<file path="src/stc_pkg.sv">
// package of constants and carrier types for the 16-bit timer/counter
// What this block does
// - count pair climbs 0000h to FFFFh, wraps to 0000h, flags each wrap
// - overflow latched in flag bit 0, interrupt only while enable bit 0 set
// - source select 0 counts instruction cycles, 1 counts external rising edges
// - control bit 0 runs the counter when set, stops it when clear
// - control bits 5-4 prescale input: 1:1, 1:2, 1:4, 1:8
// - oscillator enable bit 3 runs oscillator, forces pins to inputs reading 0
// - sync bit 2 picks synchronized (0) or not (1); ignored for internal source
// - after enabling external counting, a falling edge must precede any increment
// - external count input is oscillator pin if enabled, else clock pin
// - prescaler counts raw input edges; synchronization follows the prescaler
// - synchronized counter mode stops counting in sleep; prescaler keeps going
// - unsynchronized mode counts through sleep; overflow can wake the processor
// - counter not offered as time base in unsynchronized counter mode
// - either of two capture/compare units can reset the counter
// - control bits 7 and 6 read as zero
// - compare trigger clears counter without flag; a coinciding write wins
// - counter keeps value through resets; control clears to 00h on power-on
// - any write to either counter half clears the prescaler
package stc_pkg;

  localparam int ADDR_W = 8;

  // register byte addresses
  localparam logic [ADDR_W-1:0] OFF_CONTROL = 8'h10;
  localparam logic [ADDR_W-1:0] OFF_COUNT_LO = 8'h14;
  localparam logic [ADDR_W-1:0] OFF_COUNT_HI = 8'h18;
  localparam logic [ADDR_W-1:0] OFF_FLAGS = 8'h1C;
  localparam logic [ADDR_W-1:0] OFF_ENABLES = 8'h20;

  // control field positions, then the overflow bit position in the flag and enable registers
  localparam int POS_ON = 0;
  localparam int POS_CS = 1;
  localparam int POS_SYNC = 2;
  localparam int POS_OSC = 3;
  localparam int POS_PRE_LO = 4;
  localparam int POS_PRE_HI = 5;
  localparam int POS_OVF = 0;

  localparam logic [7:0] CONTROL_RESET = 8'h00;
  localparam logic [15:0] COUNT_MAX = 16'hFFFF;
  localparam logic [15:0] COUNT_ZERO = 16'h0000;
  localparam logic [2:0] PRE_ZERO = 3'h0;

  typedef struct packed {
    logic [1:0] prescale_select;
    logic osc_enable;
    logic sync_disable;
    logic clock_source_select;
    logic counter_on;
  } stc_ctrl_t;

  typedef struct packed {
    stc_ctrl_t ctrl;
    logic overflow_flag;
    logic overflow_irq_enable;
    logic [2:0] pre;
    logic src_prev;
    logic armed;
    logic [31:0] prdata;
    logic pslverr;
  } stc_state_t;

endpackage

</file>
<file path="src/stc_top.sv">
// 16-bit timer/counter with prescaler, apb registers and overflow interrupt
`timescale 1ns/100ps
module stc_top
  import stc_pkg::*;
(
  input wire logic pclk,                 // bus and instruction clock
  input wire logic presetn,              // power-on reset, active low
  input wire logic psel,                 // apb select
  input wire logic penable,              // apb access phase
  input wire logic pwrite,               // apb direction
  input wire logic [ADDR_W-1:0] paddr,   // apb byte address
  input wire logic [31:0] pwdata,        // apb write data
  output logic [31:0] prdata,            // apb read data
  output logic pready,                   // apb ready
  output logic pslverr,                  // apb error, unmapped address
  input wire logic ext_clock_pin,        // external count clock
  input wire logic osc_in_pin,           // low-power oscillator input
  input wire logic sleep,                // processor asleep
  input wire logic [1:0] ccp_event,      // compare special event triggers
  output logic osc_run,                  // oscillator inverter on
  output logic pin_force_input,          // both osc pins forced to inputs
  output logic pin_read_zero,            // osc pins read back as zero
  output logic [15:0] count_value,       // counter for capture/compare
  output logic timebase_valid,           // count usable as time base
  output logic irq,                      // overflow interrupt, level
  output logic wake                      // wake request during sleep
);

  ////////////////////////////////////////////////////////////////////////
  // state
  stc_state_t s;
  stc_state_t next_s;
  logic [15:0] count;
  logic [15:0] next_count;

  logic setup;
  logic wr;
  logic wr_lo;
  logic wr_hi;
  logic src;
  logic src_rise;
  logic src_fall;
  logic ext_mode;
  logic src_tick;
  logic pre_tick;
  logic inc;
  logic ccp_clear;
  logic [2:0] pre_mask;

  function automatic logic [31:0] read_mux(input stc_state_t st,
                                           input logic [15:0] cnt,
                                           input logic [ADDR_W-1:0] a);
    logic [31:0] r;
    r = 32'h0000_0000;
    unique case (a)
      OFF_CONTROL: r = {26'h0, st.ctrl};
      OFF_COUNT_LO: r = {24'h0, cnt[7:0]};
      OFF_COUNT_HI: r = {24'h0, cnt[15:8]};
      OFF_FLAGS: r = {31'h0, st.overflow_flag};
      OFF_ENABLES: r = {31'h0, st.overflow_irq_enable};
      default: r = 32'h0000_0000;
    endcase
    return r;
  endfunction

  function automatic logic mapped(input logic [ADDR_W-1:0] a);
    return (a == OFF_CONTROL) || (a == OFF_COUNT_LO) ||
           (a == OFF_COUNT_HI) || (a == OFF_FLAGS) || (a == OFF_ENABLES);
  endfunction

  ////////////////////////////////////////////////////////////////////////
  // bus decode: read data is latched in setup, writes land in access
  assign setup = psel && !penable;
  assign wr = psel && penable && pwrite && mapped(paddr);
  assign wr_lo = wr && (paddr == OFF_COUNT_LO);
  assign wr_hi = wr && (paddr == OFF_COUNT_HI);
  assign pready = 1'b1;
  assign prdata = s.prdata;
  assign pslverr = s.pslverr && psel && penable;

  ////////////////////////////////////////////////////////////////////////
  // count source and prescaler
  // the prescaler is clocked by detected input edges, not by the raw pin,
  // so one clock domain serves the whole block; pins must be slow
  assign ext_mode = s.ctrl.clock_source_select;
  assign src = s.ctrl.osc_enable ? osc_in_pin : ext_clock_pin;
  assign src_rise = src && !s.src_prev;
  assign src_fall = !src && s.src_prev;
  // internal source runs on the instruction clock, which stops in sleep
  assign src_tick = s.ctrl.counter_on &&
                    (ext_mode ? (src_rise && s.armed) : !sleep);
  assign pre_mask = (s.ctrl.prescale_select == 2'b00) ? 3'h0 :
                    (s.ctrl.prescale_select == 2'b01) ? 3'h1 :
                    (s.ctrl.prescale_select == 2'b10) ? 3'h3 : 3'h7;
  assign pre_tick = src_tick && ((s.pre & pre_mask) == pre_mask);
  // the synchronizer sits after the prescaler and is dead in sleep;
  // unsynchronized counting ignores the phase clocks altogether
  assign inc = pre_tick &&
               (!ext_mode || s.ctrl.sync_disable || !sleep);
  assign ccp_clear = |ccp_event;

  ////////////////////////////////////////////////////////////////////////
  // next state
  always_comb begin
    next_s = s;
    next_s.src_prev = src;
    // arming restarts whenever counting or the external source is dropped
    if (!s.ctrl.counter_on || !ext_mode) begin
      next_s.armed = 1'b0;
    end else if (src_fall) begin
      next_s.armed = 1'b1;
    end
    if (src_tick) begin
      next_s.pre = s.pre + 3'h1;
    end
    if (wr_lo || wr_hi) begin
      next_s.pre = PRE_ZERO;
    end
    if (setup) begin
      next_s.prdata = read_mux(s, count, paddr);
      next_s.pslverr = !mapped(paddr);
    end
    if (wr && paddr == OFF_CONTROL) begin
      next_s.ctrl = stc_ctrl_t'(pwdata[POS_PRE_HI:POS_ON]);
    end
    if (wr && paddr == OFF_ENABLES) begin
      next_s.overflow_irq_enable = pwdata[POS_OVF];
    end
    // write-one-to-clear; a wrap in the same cycle keeps the flag set
    if (wr && paddr == OFF_FLAGS && pwdata[POS_OVF]) begin
      next_s.overflow_flag = 1'b0;
    end
    if (inc && count == COUNT_MAX && !wr_lo && !wr_hi && !ccp_clear) begin
      next_s.overflow_flag = 1'b1;
    end
  end

  always_comb begin
    next_count = count;
    if (wr_lo || wr_hi) begin
      // a write wins over both the increment and a compare trigger
      if (wr_lo) begin
        next_count[7:0] = pwdata[7:0];
      end
      if (wr_hi) begin
        next_count[15:8] = pwdata[7:0];
      end
    end else if (ccp_clear) begin
      next_count = COUNT_ZERO;
    end else if (inc) begin
      next_count = count + 16'h0001;
    end
  end

  ////////////////////////////////////////////////////////////////////////
  // registers
  always_ff @(posedge pclk or negedge presetn) begin
    if (!presetn) begin
      s <= '0;
      s.ctrl <= stc_ctrl_t'(CONTROL_RESET[5:0]);
    end else begin
      s <= next_s;
    end
  end

  // the count pair has no reset at all, so it survives every reset
  always_ff @(posedge pclk) begin
    count <= next_count;
  end

  ////////////////////////////////////////////////////////////////////////
  // outputs
  assign osc_run = s.ctrl.osc_enable;
  assign pin_force_input = s.ctrl.osc_enable;
  assign pin_read_zero = s.ctrl.osc_enable;
  assign count_value = count;
  assign timebase_valid = !(ext_mode && s.ctrl.sync_disable);
  assign irq = s.overflow_flag && s.overflow_irq_enable;
  assign wake = irq && sleep;
endmodule

</file>
<file path="config.mk">
export PLATFORM = sky130hd
export DESIGN_NAME = stc_top
export DESIGN_NICKNAME = d
export VERILOG_FILES = /design/src/stc_pkg.sv /design/src/stc_top.sv
export SDC_FILE = /design/constraint.sdc
export NUM_CORES = 1
export LEC_CHECK = 0
export CORE_ASPECT_RATIO = 0.8
export CORE_MARGIN = 2
export CORE_UTILIZATION = 23
export DETAILED_ROUTE_END_ITERATION = 7
export DONT_BUFFER_PORTS = 1
export SLEW_MARGIN = 20
export SYNTH_ARGS = -nofsm -noshare
export SYNTH_HDL_FRONTEND = slang
export SYNTH_SLANG_ARGS = --single-unit
</file>
<file path="constraint.sdc">
create_clock -name pclk -period 2.8 [get_ports pclk]
set_clock_uncertainty 0.15 [all_clocks]
set_input_delay 0.14 -clock pclk [delete_from_list [all_inputs] [get_ports pclk]]
set_output_delay 0.14 -clock pclk [all_outputs]
set_load 0.03 [all_outputs]
</file>
* Word-level counts from Yosys, hierarchy flattened
Index checks and enable logic that the tools add are counted.
Operators by class: bitwise logic cells 1, reduce and logical (&&, ||, !) cells 52, add/sub/neg operators 2, equal/unequal tests 11, multiplexer cells 17
Operators with widths (number):
- $mux 16 | 3
- $pmux 8 s5 | 1
- $eq 8x5->1 const B | 4
- $logic_and 1x1->1 | 25
- $add 16x1->16 const B | 1
- $eq 16x16->1 const B | 1
- $mux 8 | 2
- $mux 3 | 5
- $logic_not 1->1 | 11
- $eq 8x6->1 const B | 1
- $logic_or 1x1->1 | 8
- $mux 1 | 6
- $reduce_bool 2->1 | 3
- $ne 2x2->1 const B | 2
- $reduce_and 2->1 | 2
- $add 3x1->3 const B | 1
- $and 3x3->3 | 1
- $eq 3x3->1 | 1
- $reduce_bool 3->1 | 1
- $eq 2x1->1 const B | 1
- $eq 2x2->1 const B | 1
- $logic_not 2->1 | 1
- $reduce_or 2->1 | 1
Word-level totals: bits in registers 62, logic and storage cells 97, output and inout bits 56, input port bits 50

* Logic depth before layout (Yosys ltp)
Gate-level depths: netlist of run 1.
depth after elaboration 13, depth in mapped cells 7, mapped depth without buffers 6

* Worst setup path after synthesis of run 1
No wires, ideal clock.
path kind input port to flip-flop, start point in paddr[7], end point reg count[10], in the netlist count_value[10] (enable), slack 0.515 ns, arrival 1.804 ns, data required time 2.319 ns, cell stages on the path 5, library setup time 0.331 ns, path buffers 1, cells stage by stage or4_4 -> or3b_1 -> buf_6 -> o311ai_0 -> a22o_1
On the way: cells in the longest elaborated chain, start to end 10, elaborated cells between the ends (all ways) 16, classes of those cells eq/ne: 6; reduce/logical: 10
RTL lines:
- start, declared | line stc_top.sv:11 | input wire logic [ADDR_W-1:0] paddr,
- $eq 8x5->1, on equally long branches | line stc_top.sv:67, stc_top.sv:75
- $logic_or 1x1->1 (2 in a row) | line stc_top.sv:67 | return (a == OFF_CONTROL) || (a == OFF_COUNT_LO) ||
- $logic_or 1x1->1 (2 in a row) | line stc_top.sv:68 | (a == OFF_COUNT_HI) || (a == OFF_FLAGS) || (a == OFF_ENABLES);
- $logic_and 1x1->1 | line stc_top.sv:74 | assign wr = psel && penable && pwrite && mapped(paddr);
- $logic_and 1x1->1, on equally long branches | line stc_top.sv:75, stc_top.sv:76
- $logic_or 1x1->1 | line stc_top.sv:140 | if (wr_lo || wr_hi) begin
- $ne 2x2->1 (no source line) or $reduce_bool 3->1 (tied branches)
- $reduce_and 2->1 (no source line) *
- end signal, assigned | line stc_top.sv:168 | count <= next_count;
- end, declared | line stc_top.sv:33 | logic [15:0] count;
Every way passes the cells marked *; elsewhere a longest branch is shown, timed or not. A chain may end at the register's enable or synchronous reset.

* Final worst setup path of run 1
start point reg s, in the netlist ext_mode, end point reg count[4], in the netlist count_value[4] (enable)
On the way: cells in the longest elaborated chain, start to end 6, elaborated cells between the ends (all ways) 9, classes of those cells mux: 1; reduce/logical: 8
RTL lines:
- start, declared | line stc_top.sv:31 | stc_state_t s;
- start signal, assigned | line stc_top.sv:162 | s <= next_s;
- $mux 1 or $logic_not 1->1 (tied branches) | line stc_top.sv:91, stc_top.sv:99
- $logic_and 1x1->1 or $logic_or 1x1->1 (tied branches) | line stc_top.sv:90, stc_top.sv:99
- $logic_and 1x1->1 or $logic_or 1x1->1 (tied branches) | line stc_top.sv:95, stc_top.sv:99
- $logic_and 1x1->1 * | line stc_top.sv:98 | assign inc = pre_tick &&
- $reduce_bool 3->1 (no source line) *
- $reduce_and 2->1 (no source line) *
Marks and branches as above.

==> impl_metrics.csv, run 1 <==
group,metric,value,unit
floorplan,core_area,10300,um^2
run_status,status,"finished, violations left",
routing,drt-pass1-iter-count,4,
setup_path,timing.rr.end,"count_value[4]",
clock_tree,path_clk_slew,0.06,ns
layout,multi_input_area,1150,um^2
min_path,worstHoldPathCells,3,
layout,ff_latch_area,1030,um^2
setup_path,worst_setup_path_start_kind,"register",
sta,worst_slew_pin_slew,0.521,ns
min_path,min-delay-start,"paddr[2]",
layout,final_util,0.265,
setup_path,worstSetupPathType,"reg -> reg",
clock_tree,cts_max_level,2,
global_routing,antenna_found_initial,1,
synthesis,synth_ff_type,"dfrtp_1",
routing,ant_nets,0,
run_status,violations,"negative hold slack",
synthesis,seq_area_frac_synth,0.424,
layout,finalNonFillerCells,394,
routing,via_count,1769,
placed_design,dpl.cell_count,372,
setup_path,required,2.57,ns
sta,setup_viol,0,
sta,final.min_clock_period,2.41,ns
sta,drv_slew,0,
layout,final_cell_mix,"nand2_1 (28), conb_1 (25), dfrtp_1 (22)",
job,cap_violations,0,
layout,nFillCells,1076,
setup_path,reg2regPathDepth,4,
sta,fin_hold_ws,-0.000212,ns
floorplan,die_y,96.0,um
layout,fin_nets,304,
global_routing,grt_usage,0.116,
clock_tree,cts_tree,"done",
global_routing,grt_use_met3,0.0486,
setup_path,ff2ff_setup_slack,0.39,ns
global_routing,grt.busiest_layer,"met2",
global_routing,grt.overflow.total,0,
synthesis,async_flop_share,0.579,
sta,rsz0062_at_grt,"no",
setup_path,rr_startpoint,"ext_mode",
setup_path,path_buf_inv,0,
placed_design,dp_hpwl,4920,um
sta,max_freq,0.414,GHz
power_and_ir_drop,power_leakage,1.12,nW
synthesis,synth_area,2430,um^2
floorplan,rows,33,
layout,area_delta_synth_final,12.1,%
global_routing,grt_first_pass_wirelength,9870,um
setup_path,cp.arrival,2.19,ns
clock_tree,postCtsResizedCells,0,
clock_tree,insertion_delay,0.29,ns
placed_design,gp_congestion,0.759,
min_path,hold_end,"s[38]",
synthesis,ys_warn_count,0,
sta,hold_violations,1,
floorplan,fp.dieW,119,um
power_and_ir_drop,p_per_area,522,nW/um^2
clock_tree,cts_root_buf,"clkbuf_16",
clock_tree,cts_buffers,5,
synthesis,ys_types,45,
power_and_ir_drop,peakVddDrop,0.000232,V
global_routing,grt_max_degree,23,
setup_path,slowest_stage,"o32ai_2",
sta,maxSlewHeadroom,0.652,
layout,layout-drive-gt1-share,0.154,
synthesis,syn_area_per_cell,10.1,um^2
global_routing,grt_use_met1,0.147,
clock_tree,cts.sinks,38,
floorplan,start_util,0.237,
setup_path,cpPeakStageDelay,0.47,ns
routing,drc,0,
setup_path,critPathMaxFanout,8,
setup_path,endpoint_kind,"register",
setup_path,critPathTopFamily,"compound AO/OA/AOI/OAI gates",
layout,layout_commonest_cell,"nand2_1",
placed_design,io_buffers,0,
synthesis,syn_inst,242,
setup_path,cp_cell_sequence,"o32ai_2 -> o2111ai_1 -> nand3_1 -> a22o_1",
routing,initialDrtViolationCount,137,
synthesis,synth_edf_count,16,
sta,period_share,0.862,
routing,wl,6440,um
synthesis,ys_ff_latch,38,
floorplan,die-area,11400,um^2
global_routing,groute.layer.met2.usage,0.179,
global_routing,first_global_vias,1714,
clock_tree,cts_buffer_depth,2,
min_path,hp-class,"in -> reg",
floorplan,ios,106,
sta,final.setup.tns,0,ns
routing,wl_per_cell,16.3,um
routing,viasPerCell,4.49,
==> area by class of cell <==
cell class | instances | share of cell area
multi-input combinational | 179 | 0.423
sequential | 38 | 0.378
timing repair buffer | 22 | 0.0706
tap | 140 | 0.0642
clock buffer | 6 | 0.0509
inverter | 6 | 0.00826
clock inverter | 2 | 0.00413
antenna | 1 | 0.000917
==> worst max path at each step <==
| stage | from | to | slack (ns) | cells past startpoint |
|---|---|---|---|---|
| after floorplan | paddr[7] | count_value[10] | 0.51 | 5 |
| after global routing | ext_mode | count_value[11] | 0.20 | 4 |
| after global placement | paddr[7] | count_value[3] | 0.37 | 6 |
| after detailed placement | paddr[7] | count_value[4] | 0.37 | 6 |
| after CTS | ext_mode | count_value[4] | 0.37 | 4 |
| final | ext_mode | count_value[4] | 0.39 | 4 |
==> where the power goes <==
part / leakage [nW] / internal [mW] / switching [mW]
clock network: 0.0772 / 0.353 / 0.230
logic: 0.564 / 0.0543 / 0.130
registers: 0.481 / 0.609 / 0.0464
total: 1.12 / 1.02 / 0.406
==> worst register-to-register path, delay by kind of cell (launching register included) <==
| kind | cells | cell delay (ns) |
|---|---|---|
| simple gates | 1 | 0.20 |
| compound gates | 3 | 1.27 |
| flops | 1 | 0.45 |
==> metal layers <==
| metal | wire length (um) | share of wire |
|---|---|---|
| met4 | 87 | 0.014 |
| met1 | 2700 | 0.42 |
| met5 | 0 | 0 |
| met2 | 2830 | 0.44 |
| met3 | 816 | 0.13 |
==> cells in the mapped netlist (all sizes together), types with 2 or more instances <==
| library cell | n | area share |
|---|---|---|
| buf | 37 | 0.12 |
| nand2 | 28 | 0.043 |
| o21ai | 25 | 0.062 |
| dfrtp | 22 | 0.23 |
| edfxtp | 16 | 0.20 |
| nor2 | 12 | 0.019 |
| nand3 | 11 | 0.023 |
| xor2 | 10 | 0.036 |
| a22o | 7 | 0.025 |
| mux2 | 7 | 0.032 |
| inv | 6 | 0.0093 |
| mux2i | 6 | 0.025 |
| xnor2 | 6 | 0.022 |
| clkbuf | 5 | 0.0077 |
| and3 | 4 | 0.010 |
| a22oi | 3 | 0.0093 |
| and4 | 3 | 0.011 |
| nand4 | 3 | 0.010 |
| nor2b | 3 | 0.0077 |
| nor3 | 3 | 0.015 |
| o31ai | 3 | 0.0093 |
| a21oi | 2 | 0.0041 |
| and2 | 2 | 0.0051 |
| conb | 2 | 0.0031 |
| ha | 2 | 0.010 |
| nand2b | 2 | 0.0051 |
| or4 | 2 | 0.0077 |
==> repair_timing <==
action	CTS	global route
endpoints found under the hold margin	47	22
buffers inserted	0	0
hold buffers	12	1
==> flip-flops by register name, indices dropped and copies added (netlist names) <==
signal / cells
count_value: 16
ext_mode: 1
osc_run: 1
prdata: 8
s: 12
==> stage by stage <==
step / setup slack (ns) / power (mW) / area (um^2)
final: 0.386 / 1.42 / 2730
after global routing: 0.204 / 1.48 / 2730
after CTS: 0.371 / 1.43 / 2720
after detailed placement: 0.368 / 0.828 / 2450
after global placement: 0.374 / 0.825 / 2450
after floorplan: 0.515 / 0.823 / 2520
==> logic make-up (layout without fill, tap and decap cells) <==
| family | Yosys count | after routing | share of synthesized area |
|---|---|---|---|
| flops | 38 | 38 | 0.424 |
| compound gates | 43 | 43 | 0.124 |
| simple gates | 79 | 79 | 0.177 |
| buf+inv | 48 | 36 | 0.138 |
| xor+xnor | 16 | 16 | 0.0576 |
| fa+ha+maj | 2 | 2 | 0.0103 |
| other cells | 2 | 26 | 0.00309 |
| mux | 14 | 14 | 0.0663 |
Note: power is estimated with default switching activity, not from simulation.
==> run 2, diff against run 1 <==
CORE_UTILIZATION = 25   (was 23)
clock period = 2.5 ns   (was 2.8 ns; I/O delays follow)
==> run 2 against run 1 <==
The flow now finishes without violations. Die area shrank 7.7%. Count of clock-buffer cells in the layout is the same. Sequential power grew 10%.
==> impl_metrics.csv, run 2 (same netlist as run 1, synthesis figures left out) <==
group,metric,value,unit
clock_tree,cts_root_buf,"clkbuf_16",
sta,maxSlewHeadroom,0.649,
sta,setup_viol,0,
routing,viasPerCell,4.57,
routing,initialDrtViolationCount,102,
setup_path,slowest_stage,"dfrtp_1",
clock_tree,path_clk_slew,0.06,ns
placed_design,gp_congestion,0.779,
sta,period_share,0.878,
routing,wl,6200,um
setup_path,cp_cell_sequence,"o32ai_2 -> o2111ai_1 -> nand3_1 -> a22o_1",
setup_path,cpPeakStageDelay,0.46,ns
sta,drv_slew,0,
floorplan,fp.dieW,114,um
clock_tree,cts_tree,"done",
sta,worst_slack,0.306,ns
sta,worst_slew_pin_slew,0.522,ns
setup_path,required,2.28,ns
placed_design,dpl-instance-area,2500,um^2
floorplan,rows,32,
global_routing,first_global_vias,1690,
setup_path,rr_startpoint,"ext_mode",
setup_path,endpoint,"count_value[0]",
min_path,min-delay-start,"paddr[2]",
clock_tree,postCtsResizedCells,0,
setup_path,critPathMaxFanout,8,
power_and_ir_drop,peakVddDrop,0.000272,V
power_and_ir_drop,p_per_area,566,nW/um^2
floorplan,core_area,9570,um^2
layout,finalNonFillerCells,381,
layout,final_util,0.289,
min_path,hp-class,"in -> reg",
power_and_ir_drop,p_total,1.57,mW
layout,area_delta_synth_final,13.7,%
sta,max_freq,0.456,GHz
layout,largest_reg_flops,16,
routing,drt-pass1-iter-count,5,
job,cap_violations,0,
global_routing,grt_use_met1,0.161,
clock_tree,insertion_delay,0.29,ns
layout,design_area,2770,um^2
global_routing,grt_max_degree,23,
placed_design,io_buffers,0,
power_and_ir_drop,power_leakage,1.17,nW
layout,layout_commonest_cell,"nand2_1",
clock_tree,cts.sinks,38,
clock_tree,cts_buffers,5,
global_routing,antenna_found_initial,0,
sta,final.setup.tns,0,ns
routing,via_count,1743,
placed_design,dpl.cell_count,360,
global_routing,groute.layer.met2.usage,0.180,
run_status,status,"finished, final reports clean",
floorplan,die_y,92.2,um
clock_tree,cts_buffer_depth,2,
layout,final_cell_mix,"nand2_1 (28), conb_1 (25), dfrtp_1 (22)",
floorplan,die-area,10500,um^2
setup_path,reg2regPathDepth,4,
setup_path,crit_path_start,"ext_mode",
clock_tree,cts_max_level,2,
placed_design,preCtsSetupSlack,0.134,ns
routing,drc,0,
placed_design,dp_hpwl,4840,um
setup_path,endpoint_kind,"register",
global_routing,grt_use_met3,0.0509,
global_routing,grt.busiest_layer,"met2",
setup_path,worstSetupPathType,"reg -> reg",
routing,wl_per_cell,16.3,um
sta,fin_hold_ws,0.00551,ns
layout,fin_nets,313,
setup_path,worst_setup_path_start_kind,"register",
setup_path,ff2ff_setup_slack,0.31,ns
layout,antenna_cells,0,
layout,layout-drive-gt1-share,0.179,
global_routing,grt_usage,0.120,
global_routing,grt.overflow.total,0,
setup_path,cp.arrival,1.97,ns
global_routing,grt_first_pass_wirelength,9450,um
sta,rsz0062_at_grt,"no",
routing,ant_nets,0,
floorplan,ios,106,
sta,hold_violations,0,
setup_path,timing.rr.end,"count_value[0]",
sta,final.min_clock_period,2.19,ns
floorplan,start_util,0.254,
==> run 2: cell types whose count changed in the layout (fill, tap and decap cells not counted) <==
| cell | change |
|---|---|
| buf_4 | +8 |
| buf_12 | +1 |
| inv_4 | -1 |
| clkbuf_1 | +1 |
| diode_2 | -1 |
| clkbuf_8 | -1 |
| clkinv_2 | +1 |
==> run 2: metal layers <==
metal	wire, um	vias up
met1	2890	852
met2	2800	52
met5	0	-
met3	462	6
li1	-	833
met4	43	0
==> run 2: repair_timing <==
action / CTS / global route
setup buffers: 0 / 0
setup endpoints to repair: 0 / 0
hold buffers: 12 / 1
hold endpoints to repair: 46 / 22
==> run 2: where the power goes <==
group	leakage, nW	switching, mW	internal (mW)	total [mW]
clock network	0.0706	0.247	0.366	0.613
logic	0.616	0.160	0.0716	0.232
registers	0.481	0.0390	0.682	0.721
total	1.17	0.446	1.12	1.57
==> run 2: worst min path at each step <==
stage	cells after the start	to
floorplan	0	ext_mode
global placement	0	prdata[0]
detailed placement	0	prdata[0]
CTS	2	s[0]
global route	3	s[38]
finish	2	s[0]
==> run 2: layout make-up <==
type / count / area [um^2]
Fill cell: 1002 / 6800
Multi-Input combinational cell: 179 / 1150
Sequential cell: 38 / 1030
Timing Repair Buffer: 31 / 273
Tap cell: 119 / 149
Clock buffer: 6 / 129
Inverter: 6 / 22.5
Clock inverter: 2 / 10.0
==> run 2: critical path: cells and delay by family (launching register included) <==
kind / cells / cell delay (ns)
compound gates: 3 / 1.06
flops: 1 / 0.46
simple gates: 1 / 0.16
